`src/verilog/fmsp_pkg.sv`:
```
// Purpose: Shared constants and types for the four-mode serial port.
// Assumes: 32-bit AXI4-Lite register access, one clock at 125 MHz.
// Notes:   Every offset, bit position and timing count lives here, with the control register reset value.
`default_nettype none

package fmsp_pkg;

  // ---------------------------------------------------------------
  // Register map.
  // ---------------------------------------------------------------
  localparam int          ADDR_W      = 8;
  localparam logic [7:0]  OFF_CTRL    = 8'h98;
  localparam logic [7:0]  OFF_DATA    = 8'h9c;
  localparam logic [7:0]  OFF_PWR     = 8'ha0;
  localparam logic [7:0]  OFF_TSEL    = 8'ha4;
  localparam logic [7:0]  CTRL_RESET  = 8'h00;
  localparam logic [1:0]  RESP_OKAY   = 2'b00;
  localparam logic [1:0]  RESP_SLVERR = 2'b10;

  // ---------------------------------------------------------------
  // Field positions.
  // ---------------------------------------------------------------
  localparam int CTRL_MODE_HI = 7;
  localparam int CTRL_MODE_LO = 6;
  localparam int CTRL_MPF     = 5;
  localparam int CTRL_REN     = 4;
  localparam int CTRL_TX9     = 3;
  localparam int CTRL_RX9     = 2;
  localparam int CTRL_TXF     = 1;
  localparam int CTRL_RXF     = 0;
  localparam int PWR_EFS      = 6;
  localparam int PWR_BDS      = 7;
  localparam int TSEL_TX      = 0;
  localparam int TSEL_RX      = 1;

  // ---------------------------------------------------------------
  // Modes and timing counts.
  // ---------------------------------------------------------------
  localparam logic [1:0] MODE_SHIFT = 2'b00;
  localparam logic [1:0] MODE_8BIT  = 2'b01;
  localparam logic [1:0] MODE_9FIX  = 2'b10;
  localparam logic [1:0] MODE_9VAR  = 2'b11;
  localparam logic [2:0] M0_DIV_LAST = 3'd5;
  localparam logic [2:0] M0_RISE     = 3'd3;
  localparam logic [3:0] M0_LAST_BIT = 4'd7;
  localparam logic [3:0] OS_LAST     = 4'd15;
  localparam logic [3:0] OS_S7       = 4'd7;
  localparam logic [3:0] OS_S8       = 4'd8;
  localparam logic [3:0] OS_S9       = 4'd9;
  localparam logic [3:0] LAST_8BIT   = 4'd9;
  localparam logic [3:0] LAST_9BIT   = 4'd10;
  localparam logic [3:0] NINTH_IDX   = 4'd9;
  localparam logic [3:0] DATA_FIRST  = 4'd1;
  localparam logic [3:0] DATA_LAST   = 4'd8;

  typedef enum logic [2:0] {
    TX_IDLE  = 3'b001,
    TX_ASYNC = 3'b010,
    TX_SYNC  = 3'b100
  } fmsp_tx_state_e;

  typedef enum logic [2:0] {
    RX_IDLE  = 3'b001,
    RX_ASYNC = 3'b010,
    RX_SYNC  = 3'b100
  } fmsp_rx_state_e;

  // Two-of-three vote used for every bit received in modes 1-3; mode 0 takes the synchronised pin directly.
  function automatic logic fmsp_maj3(input logic a, input logic b, input logic c);
    fmsp_maj3 = (a & b) | (a & c) | (b & c);
  endfunction

endpackage

`default_nettype wire

```
`src/verilog/fmsp_serial_port.sv`:
```
// Purpose: Four-mode serial port with AXI4-Lite register access.
// Assumes: Timer overflow pulses arrive on the same clock; serial pins are asynchronous.
// Notes:   Mode 0 shift clock and data outputs lag their divider state by one cycle.
//
// Our own choice: the AXI4-Lite slave port.
`timescale 1ns/1ps
`default_nettype none

module fmsp_serial_port (
  input  wire logic                        i_clk,
  input  wire logic                        i_rst,
  input  wire logic [fmsp_pkg::ADDR_W-1:0] i_axi_awaddr,
  input  wire logic                        i_axi_awvalid,
  output logic                             o_axi_awready,
  input  wire logic [31:0]                 i_axi_wdata,
  input  wire logic [3:0]                  i_axi_wstrb,
  input  wire logic                        i_axi_wvalid,
  output logic                             o_axi_wready,
  output logic [1:0]                       o_axi_bresp,
  output logic                             o_axi_bvalid,
  input  wire logic                        i_axi_bready,
  input  wire logic [fmsp_pkg::ADDR_W-1:0] i_axi_araddr,
  input  wire logic                        i_axi_arvalid,
  output logic                             o_axi_arready,
  output logic [31:0]                      o_axi_rdata,
  output logic [1:0]                       o_axi_rresp,
  output logic                             o_axi_rvalid,
  input  wire logic                        i_axi_rready,
  input  wire logic                        i_timer1_ovf,
  input  wire logic                        i_timer2_ovf,
  input  wire logic                        i_rxd,
  output logic                             o_rxd,
  output logic                             o_rxd_oe,
  output logic                             o_txd
);
  import fmsp_pkg::*;

  // ---------------------------------------------------------------
  // Declarations.
  // ---------------------------------------------------------------
  logic           mode_hi_q, mode_lo_q, mpf_q, ren_q, tx9_q, rx9_q, txf_q, rxf_q, ferr_q;
  logic           efs_q, bds_q, ttsel_q, rtsel_q;
  logic [7:0]     rx_buf_q;
  logic [1:0]     mode;
  logic           nine;
  logic           bvalid_q, rvalid_q;
  logic [1:0]     bresp_q, rresp_q;
  logic [31:0]    rdata_q;
  logic           wr_go, rd_go, wr_lane0, wr_ctrl, wr_data, wr_pwr, wr_tsel;
  logic           wr_mapped, rd_mapped;
  logic [7:0]     wd, rd_byte;
  logic           rx_s1_q, rx_s2_q, rx_prev_q;
  logic           m2_half_q, m2_tick, tx_tick, rx_tick;
  logic [2:0]     m0_div_q;
  fmsp_tx_state_e tx_state_q;
  logic [10:0]    tx_sh_q;
  logic [3:0]     tx_cnt_q, tx_idx_q, tx_last;
  fmsp_rx_state_e rx_state_q;
  logic [7:0]     rx_sh_q;
  logic [3:0]     rx_cnt_q, rx_idx_q, rx_last;
  logic           rx_s7_q, rx_s8_q, rx_ninth_q, rx_bit;
  logic           txf_set, rx_final, rx_fbit, rx_accept, sync_done, ferr_set, sync_rx_start;
  logic           txd_q, rxd_q, rxd_oe_q;

  // Mode decode and frame length.
  assign mode    = {mode_hi_q, mode_lo_q};
  assign nine    = mode[1];
  assign tx_last = nine ? LAST_9BIT : LAST_8BIT;
  assign rx_last = nine ? LAST_9BIT : LAST_8BIT;

  // ---------------------------------------------------------------
  // AXI4-Lite slave.
  // ---------------------------------------------------------------
  // Address and data are taken together, in one cycle, whichever arrived first.
  assign wr_go         = i_axi_awvalid & i_axi_wvalid & ~bvalid_q;
  assign o_axi_awready = wr_go;
  assign o_axi_wready  = wr_go;
  assign wr_lane0      = wr_go & i_axi_wstrb[0];
  assign wd            = i_axi_wdata[7:0];
  assign wr_ctrl       = wr_lane0 && (i_axi_awaddr == OFF_CTRL);
  assign wr_data       = wr_lane0 && (i_axi_awaddr == OFF_DATA);
  assign wr_pwr        = wr_lane0 && (i_axi_awaddr == OFF_PWR);
  assign wr_tsel       = wr_lane0 && (i_axi_awaddr == OFF_TSEL);
  assign wr_mapped     = (i_axi_awaddr == OFF_CTRL) || (i_axi_awaddr == OFF_DATA) ||
                         (i_axi_awaddr == OFF_PWR) || (i_axi_awaddr == OFF_TSEL);
  assign rd_go         = i_axi_arvalid & ~rvalid_q;
  assign o_axi_arready = rd_go;
  assign rd_mapped     = (i_axi_araddr == OFF_CTRL) || (i_axi_araddr == OFF_DATA) ||
                         (i_axi_araddr == OFF_PWR) || (i_axi_araddr == OFF_TSEL);

  // Write response: one cycle after acceptance, held until bready.
  always_ff @(posedge i_clk) begin
    if (i_rst) begin
      bvalid_q <= 1'b0;
      bresp_q  <= RESP_OKAY;
    end else if (wr_go) begin
      bvalid_q <= 1'b1;
      bresp_q  <= wr_mapped ? RESP_OKAY : RESP_SLVERR;
    end else if (i_axi_bready) begin
      bvalid_q <= 1'b0;
    end
  end

  // Read data mux; bit 7 of the control register depends on error_flag_select.
  always_comb begin
    rd_byte = 8'h00;
    case (i_axi_araddr)
      OFF_CTRL: rd_byte = {efs_q ? ferr_q : mode_hi_q, mode_lo_q, mpf_q, ren_q,
                           tx9_q, rx9_q, txf_q, rxf_q};
      OFF_DATA: rd_byte = rx_buf_q;
      OFF_PWR:  rd_byte = {bds_q, efs_q, 6'h00};
      OFF_TSEL: rd_byte = {6'h00, rtsel_q, ttsel_q};
      default:  rd_byte = 8'h00;
    endcase
  end

  // Read response: one cycle after acceptance, held until rready.
  always_ff @(posedge i_clk) begin
    if (i_rst) begin
      rvalid_q <= 1'b0;
      rresp_q  <= RESP_OKAY;
      rdata_q  <= 32'h0000_0000;
    end else if (rd_go) begin
      rvalid_q <= 1'b1;
      rresp_q  <= rd_mapped ? RESP_OKAY : RESP_SLVERR;
      rdata_q  <= {24'h00_0000, rd_byte};
    end else if (i_axi_rready) begin
      rvalid_q <= 1'b0;
    end
  end

  assign o_axi_bvalid = bvalid_q;
  assign o_axi_bresp  = bresp_q;
  assign o_axi_rvalid = rvalid_q;
  assign o_axi_rresp  = rresp_q;
  assign o_axi_rdata  = rdata_q;

  // ---------------------------------------------------------------
  // Control, power and timer-select registers.
  // ---------------------------------------------------------------
  // Hardware sets are applied after the software write, so a set wins a clash.
  always_ff @(posedge i_clk) begin
    if (i_rst) begin
      {mode_hi_q, mode_lo_q, mpf_q, ren_q, tx9_q, rx9_q, txf_q, rxf_q} <= CTRL_RESET;
      ferr_q <= 1'b0;
    end else begin
      if (wr_ctrl) begin
        if (efs_q) begin
          ferr_q <= wd[CTRL_MODE_HI];
        end else begin
          mode_hi_q <= wd[CTRL_MODE_HI];
        end
        mode_lo_q <= wd[CTRL_MODE_LO];
        mpf_q     <= wd[CTRL_MPF];
        ren_q     <= wd[CTRL_REN];
        tx9_q     <= wd[CTRL_TX9];
        rx9_q     <= wd[CTRL_RX9];
        txf_q     <= wd[CTRL_TXF];
        rxf_q     <= wd[CTRL_RXF];
      end
      if (txf_set) begin
        txf_q <= 1'b1;
      end
      if (rx_accept || sync_done) begin
        rxf_q <= 1'b1;
      end
      if (rx_accept) begin
        rx9_q <= rx_fbit;
      end
      if (ferr_set) begin
        ferr_q <= 1'b1;
      end
    end
  end

  // Power control and per-direction timer selection.
  always_ff @(posedge i_clk) begin
    if (i_rst) begin
      efs_q   <= 1'b0;
      bds_q   <= 1'b0;
      ttsel_q <= 1'b0;
      rtsel_q <= 1'b0;
    end else begin
      if (wr_pwr) begin
        efs_q <= wd[PWR_EFS];
        bds_q <= wd[PWR_BDS];
      end
      if (wr_tsel) begin
        ttsel_q <= wd[TSEL_TX];
        rtsel_q <= wd[TSEL_RX];
      end
    end
  end

  // Receive buffer loads only on an accepted frame or a completed mode 0 shift receive.
  always_ff @(posedge i_clk) begin
    if (i_rst) begin
      rx_buf_q <= 8'h00;
    end else if (rx_accept || sync_done) begin
      rx_buf_q <= rx_sh_q;
    end
  end

  // ---------------------------------------------------------------
  // Rate generation.
  // ---------------------------------------------------------------
  // Mode 2 oversample tick: every cycle (/16 bit) or every other cycle (/32 bit).
  always_ff @(posedge i_clk) begin
    if (i_rst) begin
      m2_half_q <= 1'b0;
    end else begin
      m2_half_q <= ~m2_half_q;
    end
  end

  assign m2_tick = bds_q | m2_half_q;
  // Variable modes take one oversample tick per timer overflow, so bit = overflow/16.
  assign tx_tick = (mode == MODE_9FIX) ? m2_tick : (ttsel_q ? i_timer2_ovf : i_timer1_ovf);
  assign rx_tick = (mode == MODE_9FIX) ? m2_tick : (rtsel_q ? i_timer2_ovf : i_timer1_ovf);

  // Mode 0 divide-by-six bit timer, held at zero when no shift transfer runs.
  always_ff @(posedge i_clk) begin
    if (i_rst || (tx_state_q != TX_SYNC && rx_state_q != RX_SYNC)) begin
      m0_div_q <= 3'd0;
    end else if (m0_div_q == M0_DIV_LAST) begin
      m0_div_q <= 3'd0;
    end else begin
      m0_div_q <= m0_div_q + 3'd1;
    end
  end

  // Two-flop synchroniser on the serial input, plus a delayed copy for edges.
  always_ff @(posedge i_clk) begin
    if (i_rst) begin
      rx_s1_q   <= 1'b1;
      rx_s2_q   <= 1'b1;
      rx_prev_q <= 1'b1;
    end else begin
      rx_s1_q   <= i_rxd;
      rx_s2_q   <= rx_s1_q;
      rx_prev_q <= rx_s2_q;
    end
  end

  // ---------------------------------------------------------------
  // Transmitter.
  // ---------------------------------------------------------------
  // A data write while the transmitter is busy is dropped.
  always_ff @(posedge i_clk) begin
    if (i_rst) begin
      tx_state_q <= TX_IDLE;
      tx_sh_q    <= 11'h7ff;
      tx_cnt_q   <= 4'd0;
      tx_idx_q   <= 4'd0;
    end else begin
      case (tx_state_q)
        TX_IDLE: begin
          tx_cnt_q <= 4'd0;
          tx_idx_q <= 4'd0;
          if (wr_data && mode == MODE_SHIFT && rx_state_q == RX_IDLE) begin
            tx_state_q <= TX_SYNC;
            tx_sh_q    <= {3'b111, wd};
          end else if (wr_data && mode != MODE_SHIFT) begin
            tx_state_q <= TX_ASYNC;
            tx_sh_q    <= nine ? {1'b1, tx9_q, wd, 1'b0}
                               : {2'b11, wd, 1'b0};
          end
        end
        TX_ASYNC: begin
          if (tx_tick) begin
            tx_cnt_q <= tx_cnt_q + 4'd1;
            if (tx_cnt_q == OS_LAST) begin
              tx_sh_q  <= {1'b1, tx_sh_q[10:1]};
              tx_idx_q <= tx_idx_q + 4'd1;
              if (tx_idx_q == tx_last) begin
                tx_state_q <= TX_IDLE;
              end
            end
          end
        end
        TX_SYNC: begin
          if (m0_div_q == M0_DIV_LAST) begin
            tx_sh_q  <= {1'b1, tx_sh_q[10:1]};
            tx_idx_q <= tx_idx_q + 4'd1;
            if (tx_idx_q == M0_LAST_BIT) begin
              tx_state_q <= TX_IDLE;
            end
          end
        end
        default: tx_state_q <= TX_IDLE;
      endcase
    end
  end

  // Transmit flag: start of stop bit when async, end of eighth bit in mode 0.
  assign txf_set = (tx_state_q == TX_ASYNC && tx_tick && tx_cnt_q == OS_LAST &&
                    (tx_idx_q + 4'd1) == tx_last) ||
                   (tx_state_q == TX_SYNC && m0_div_q == M0_DIV_LAST &&
                    tx_idx_q == M0_LAST_BIT);

  // ---------------------------------------------------------------
  // Receiver.
  // ---------------------------------------------------------------
  assign rx_bit        = fmsp_maj3(rx_s7_q, rx_s8_q, rx_s2_q);
  assign sync_rx_start = (mode == MODE_SHIFT) && ren_q && !rxf_q && !wr_data &&
                         (tx_state_q == TX_IDLE);

  // Oversampling receiver for modes 1-3 and shift receiver for mode 0.
  always_ff @(posedge i_clk) begin
    if (i_rst) begin
      rx_state_q <= RX_IDLE;
      rx_sh_q    <= 8'h00;
      rx_cnt_q   <= 4'd0;
      rx_idx_q   <= 4'd0;
      rx_s7_q    <= 1'b1;
      rx_s8_q    <= 1'b1;
      rx_ninth_q <= 1'b0;
    end else begin
      case (rx_state_q)
        RX_IDLE: begin
          rx_cnt_q <= 4'd0;
          rx_idx_q <= 4'd0;
          if (mode != MODE_SHIFT && ren_q && rx_prev_q && !rx_s2_q) begin
            rx_state_q <= RX_ASYNC;
          end else if (sync_rx_start) begin
            rx_state_q <= RX_SYNC;
          end
        end
        RX_ASYNC: begin
          if (!ren_q) begin
            rx_state_q <= RX_IDLE;
          end else if (rx_tick) begin
            rx_cnt_q <= rx_cnt_q + 4'd1;
            if (rx_cnt_q == OS_S7) begin
              rx_s7_q <= rx_s2_q;
            end
            if (rx_cnt_q == OS_S8) begin
              rx_s8_q <= rx_s2_q;
            end
            if (rx_cnt_q == OS_S9) begin
              if (rx_idx_q == 4'd0 && rx_bit) begin
                rx_state_q <= RX_IDLE;
              end else if (rx_idx_q == rx_last) begin
                rx_state_q <= RX_IDLE;
              end
              if (rx_idx_q >= DATA_FIRST && rx_idx_q <= DATA_LAST) begin
                rx_sh_q <= {rx_bit, rx_sh_q[7:1]};
              end
              if (nine && rx_idx_q == NINTH_IDX) begin
                rx_ninth_q <= rx_bit;
              end
            end
            if (rx_cnt_q == OS_LAST) begin
              rx_idx_q <= rx_idx_q + 4'd1;
            end
          end
        end
        RX_SYNC: begin
          if (!ren_q) begin
            rx_state_q <= RX_IDLE;
          end else begin
            if (m0_div_q == M0_RISE) begin
              rx_sh_q <= {rx_s2_q, rx_sh_q[7:1]};
            end
            if (m0_div_q == M0_DIV_LAST) begin
              rx_idx_q <= rx_idx_q + 4'd1;
              if (rx_idx_q == M0_LAST_BIT) begin
                rx_state_q <= RX_IDLE;
              end
            end
          end
        end
        default: rx_state_q <= RX_IDLE;
      endcase
    end
  end

  // Final decision at the middle of the stop bit.
  assign rx_final  = (rx_state_q == RX_ASYNC) && ren_q && rx_tick &&
                     (rx_cnt_q == OS_S9) && (rx_idx_q == rx_last);
  assign rx_fbit   = nine ? rx_ninth_q : rx_bit;
  assign rx_accept = rx_final && !rxf_q && (!mpf_q || rx_fbit);
  assign ferr_set  = rx_final && !rx_bit;
  assign sync_done = (rx_state_q == RX_SYNC) && ren_q && (m0_div_q == M0_DIV_LAST) &&
                     (rx_idx_q == M0_LAST_BIT);

  // ---------------------------------------------------------------
  // Pin drivers.
  // ---------------------------------------------------------------
  // TXD carries the shift clock in mode 0 for either direction, else the frame.
  always_ff @(posedge i_clk) begin
    if (i_rst) begin
      txd_q    <= 1'b1;
      rxd_q    <= 1'b1;
      rxd_oe_q <= 1'b0;
    end else begin
      if (tx_state_q == TX_SYNC || rx_state_q == RX_SYNC) begin
        txd_q <= (m0_div_q >= M0_RISE);
      end else if (tx_state_q == TX_ASYNC) begin
        txd_q <= tx_sh_q[0];
      end else begin
        txd_q <= 1'b1;
      end
      rxd_q    <= (tx_state_q == TX_SYNC) ? tx_sh_q[0] : 1'b1;
      rxd_oe_q <= (tx_state_q == TX_SYNC);
    end
  end

  assign o_txd    = txd_q;
  assign o_rxd    = rxd_q;
  assign o_rxd_oe = rxd_oe_q;

endmodule

`default_nettype wire

```
`config.mk`:
```
export PLATFORM = sky130hd
export DESIGN_NAME = fmsp_serial_port
export DESIGN_NICKNAME = d
export VERILOG_FILES = /design/src/verilog/fmsp_pkg.sv /design/src/verilog/fmsp_serial_port.sv
export SDC_FILE = /design/constraint.sdc
export NUM_CORES = 1
export LEC_CHECK = 0
export ABC_AREA = 1
export BUFFER_PORTS_ARGS = -buffer_cell sky130_fd_sc_hd__buf_2
export CAP_MARGIN = 15
export CORE_MARGIN = 5
export CORE_UTILIZATION = 49
export CTS_CLUSTER_SIZE = 24
export DETAILED_ROUTE_END_ITERATION = 16
export GPL_TIMING_DRIVEN = 1
export PLACE_DENSITY = 0.76
export SYNTH_ARGS = -nofsm -noshare
export SYNTH_HDL_FRONTEND = slang
export SYNTH_SLANG_ARGS = --single-unit
```
`constraint.sdc`:
```
create_clock -name i_clk -period 1.4 [get_ports i_clk]
set_input_delay 0.07 -clock i_clk [delete_from_list [all_inputs] [get_ports i_clk]]
set_output_delay 0.07 -clock i_clk [all_outputs]
set_load 0.02 [all_outputs]
```
==> reports/results.txt <==
Run status: complete, but fails checks
Violated checks: negative setup slack
Total Routing Usage GR: 24.87%
Maximum fanout along the worst path: 6
Number of pins with negative max-slew slack in the final report: 0
DRT Wirelength: 17400 um
Cells traversed along the worst timing path: buf_6 -> nand2_2 -> nand2_2 -> nand3_4 -> nor3_4 -> buf_12 -> nand2_8 -> nand3b_1 -> nand2_1 -> nor2_1
TritonCTS buffer count: 9
Floorplan row count: 35
Area added between synthesis and finish: 45.38%
Cell type of the slowest stage on the worst timing path: dfxtp_4
Antenna Violating Nets Remaining: 0
Grt ovf: 0
Source-to-sink clock delay at the later pin of the worst-skew pair: 0.39 ns
Crit path kind: reg -> reg
Seq cells post-synth: 86
Total die area: 11660 um2
CP bufs+invs: 2
Post-synthesis cell type with the largest combined area: dfxtp_1
Final sum of negative setup slack: -9.427 ns
Initial antenna violation count: 0
Startpoint kind of the worst setup timing path: register
Weighted congestion reported at the end of routability-driven placement: 0.8817
RSZ-0062 raised after global routing: true
Signal arrival time at the worst endpoint: 2.05 ns
Leakage power of the design: 3.130 nW
Avg Cell Area, Syn: 6.826 um2
Share of the core filled with cells in the final layout: 73.65%
Maximum vdd drop: 0.8846 mV
Largest net degree at the start of global routing: 34
Highest cell delay on the worst timing path: 0.45 ns
Netlist Area Pre-Place: 4703 um2
Clock edge transition at the registers on the reported setup and hold paths: 0.12 ns
Wirelength per Cell: 17.67 um
Setup violations, final: 49
Dominant cell type by count on the critical path: nand2_2
Met1 global-route usage: 28.91%
Critical Path Sink Type: register
Count of cell types in the netlist: 45
Endpoint required time on the critical path: 1.73 ns
Width of the chip: 108.0 um
Met3 usage in global routing: 5.612%
Relative slew margins: 63.98%
Worst slack on hold paths: 0.02997 ns
Post-route DRC: 0
Nets: 924
Most common cell after layout, fill and taps aside: nand2_1
Number of top-level design ports: 106
First-pass GRT wire length: 23230 um
Max Buffers Root-to-Sink: 2
Fmax: 581.3 MHz
Total vias in the final route: 5623
Power density relative to cell area: 1233 nW/um2
Proportion of netlist area held by the largest area contributor: 36.61%
Post-route fraction of the period consumed by the critical path: 122.9%
Ratio of cells with drive above 1 in the final layout: 41.47%
Clock tree skew after final layout: 0.02296 ns
Min Tclk post-route: 1.720 ns
Clock tree from TritonCTS: built
Most used routing layer: met2
Number of cells on the worst reg-to-reg path: 10
Reported max-cap violation count: 0
Count of cell instances traversed by the critical path: 10
Initial standard-cell utilization of the core: 50.66%
Met2 Usage GRT: 43.16%
Cell types with the largest area share after synthesis: dfxtp_1, nand2_1, a21oi_1
Final setup slack of the worst path: -0.3204 ns
H-Tree Depth: 3
Hold path cells: 3
Height of the chip: 108.0 um
Sequential element share of the synthesized area: 36.61%
Post-DR vias/cell: 5.709
Hold Fails Final Rpt: 0
Area of the placeable core: 9284 um2
First-pass DRT Iterations: 6
Drt first-iter violations: 610
Post-Syn Instances: 689
CTS root buf: clkbuf_8
# clock sinks: 86
Number of global-route vias before repair: 5084
Count of input and output buffers: 52
Number of synthesis warnings: 0
Commonest non-fill, non-tap cells in the layout: nand2_1, buf_4, dfxtp_1, inv_1, nor2_1
Cell family contributing the most delay on the critical path: simple AND/OR/NAND/NOR gates
Antenna diode count: 0
Total chip power: 8.430 mW
Pin slew with the least headroom to its limit: 0.5384 ns
Detailed-placement wirelength estimate: 9409 um
Hold Crit Class: in -> reg
-- layer usage --
layer  share of wire [%]  up-vias
met5                   0        -
met4                 7.3        0
met1                  36     2575
met3                  11      113
li1                    -     2533
met2                  46      402
-- cell usage after synthesis, drive strengths merged --
library cell / n
nand4: 19
nor4: 1
xor2: 1
conb: 1
or2: 3
o21ai: 43
nand3b: 4
nor3: 19
ha: 11
xnor2: 1
nand3: 53
a31oi: 1
clkbuf: 8
nand2: 170
o22ai: 2
clkinv: 3
nor2: 75
inv: 84
a21oi: 57
buf: 34
dfxtp: 86
o211ai: 5
o21a: 1
a211oi: 3
o31ai: 1
and3: 2
o21bai: 1
-- worst min-delay path, stage by stage --
cell and delay [ns]:
buf_2 0.11, nor3_1 0.08, a21oi_1 0.13
-- where the power goes --
group	switching [mW]	internal, mW	total [mW]
Sequential	0.294	2.74	3.03
Combinational	2.02	1.56	3.58
Clock	1.11	0.705	1.82
-- timing repair --
item	in CTS	in global routing
endpoints found under the setup margin	52	56
hold endpoints to repair	5	0
hold buffers	5	0
gates resized for setup	102	109
buffers inserted	16	16
cloned	5	1
pin swaps	29	36
-- stage by stage --
step / cell area (um2) / worst slack, ns / instances
2_1_floorplan: 4867 / -0.09046 / 714
3_3_place_gp: 5582 / -0.1682 / 928
3_5_place_dp: 5582 / -0.2941 / 928
4_1_cts: 6346 / -0.1398 / 970
5_1_grt: 6838 / -0.3717 / 985
6_report: 6838 / -0.3204 / 985
-- registers in the layout, summed over array words and instances, names as in the netlist, 3 cells and up --
register and count:
rx_buf_q 8, rx_state_q 3, rx_idx_q 4, tx_sh_q 10, o_axi_rdata 8, tx_state_q 3, tx_idx_q 4, m0_div_q 3
rx_cnt_q 4, rx_sh_q 8, tx_cnt_q 4
-- path summary, 6_finish.rpt --
check                  startpoint          end  slack [ns]
setup reg to reg        mode_hi_q  rx_buf_q[7]       -0.32
hold / removal    i_axi_awaddr[2]        efs_q        0.03
hold reg to reg         m2_half_q    m2_half_q        0.40
setup / recovery        mode_hi_q  rx_buf_q[7]       -0.32
-- cell families (layout without fill, tap and decap cells) --
group,count (synthesis),after routing,synth area share (%)
buf+inv,129,266,12.98
simple gates,346,351,33.89
flops,86,86,36.61
xor+xnor,2,2,0.3725
fa+ha+maj,11,11,2.926
compound gates,114,114,13.14
other cells,1,26,0.07973
-- final cells by class --
type | count | area, um2
Clock buffer | 9 | 123.9
Clock inverter | 7 | 73.82
Fill cell | 612 | 2446
Inverter | 87 | 359.1
Multi-Input combinational cell | 504 | 3128
Sequential cell | 86 | 1767
Tap cell | 129 | 161.4
Timing Repair Buffer | 163 | 1225
Note: power is estimated with default switching activity, not from simulation.
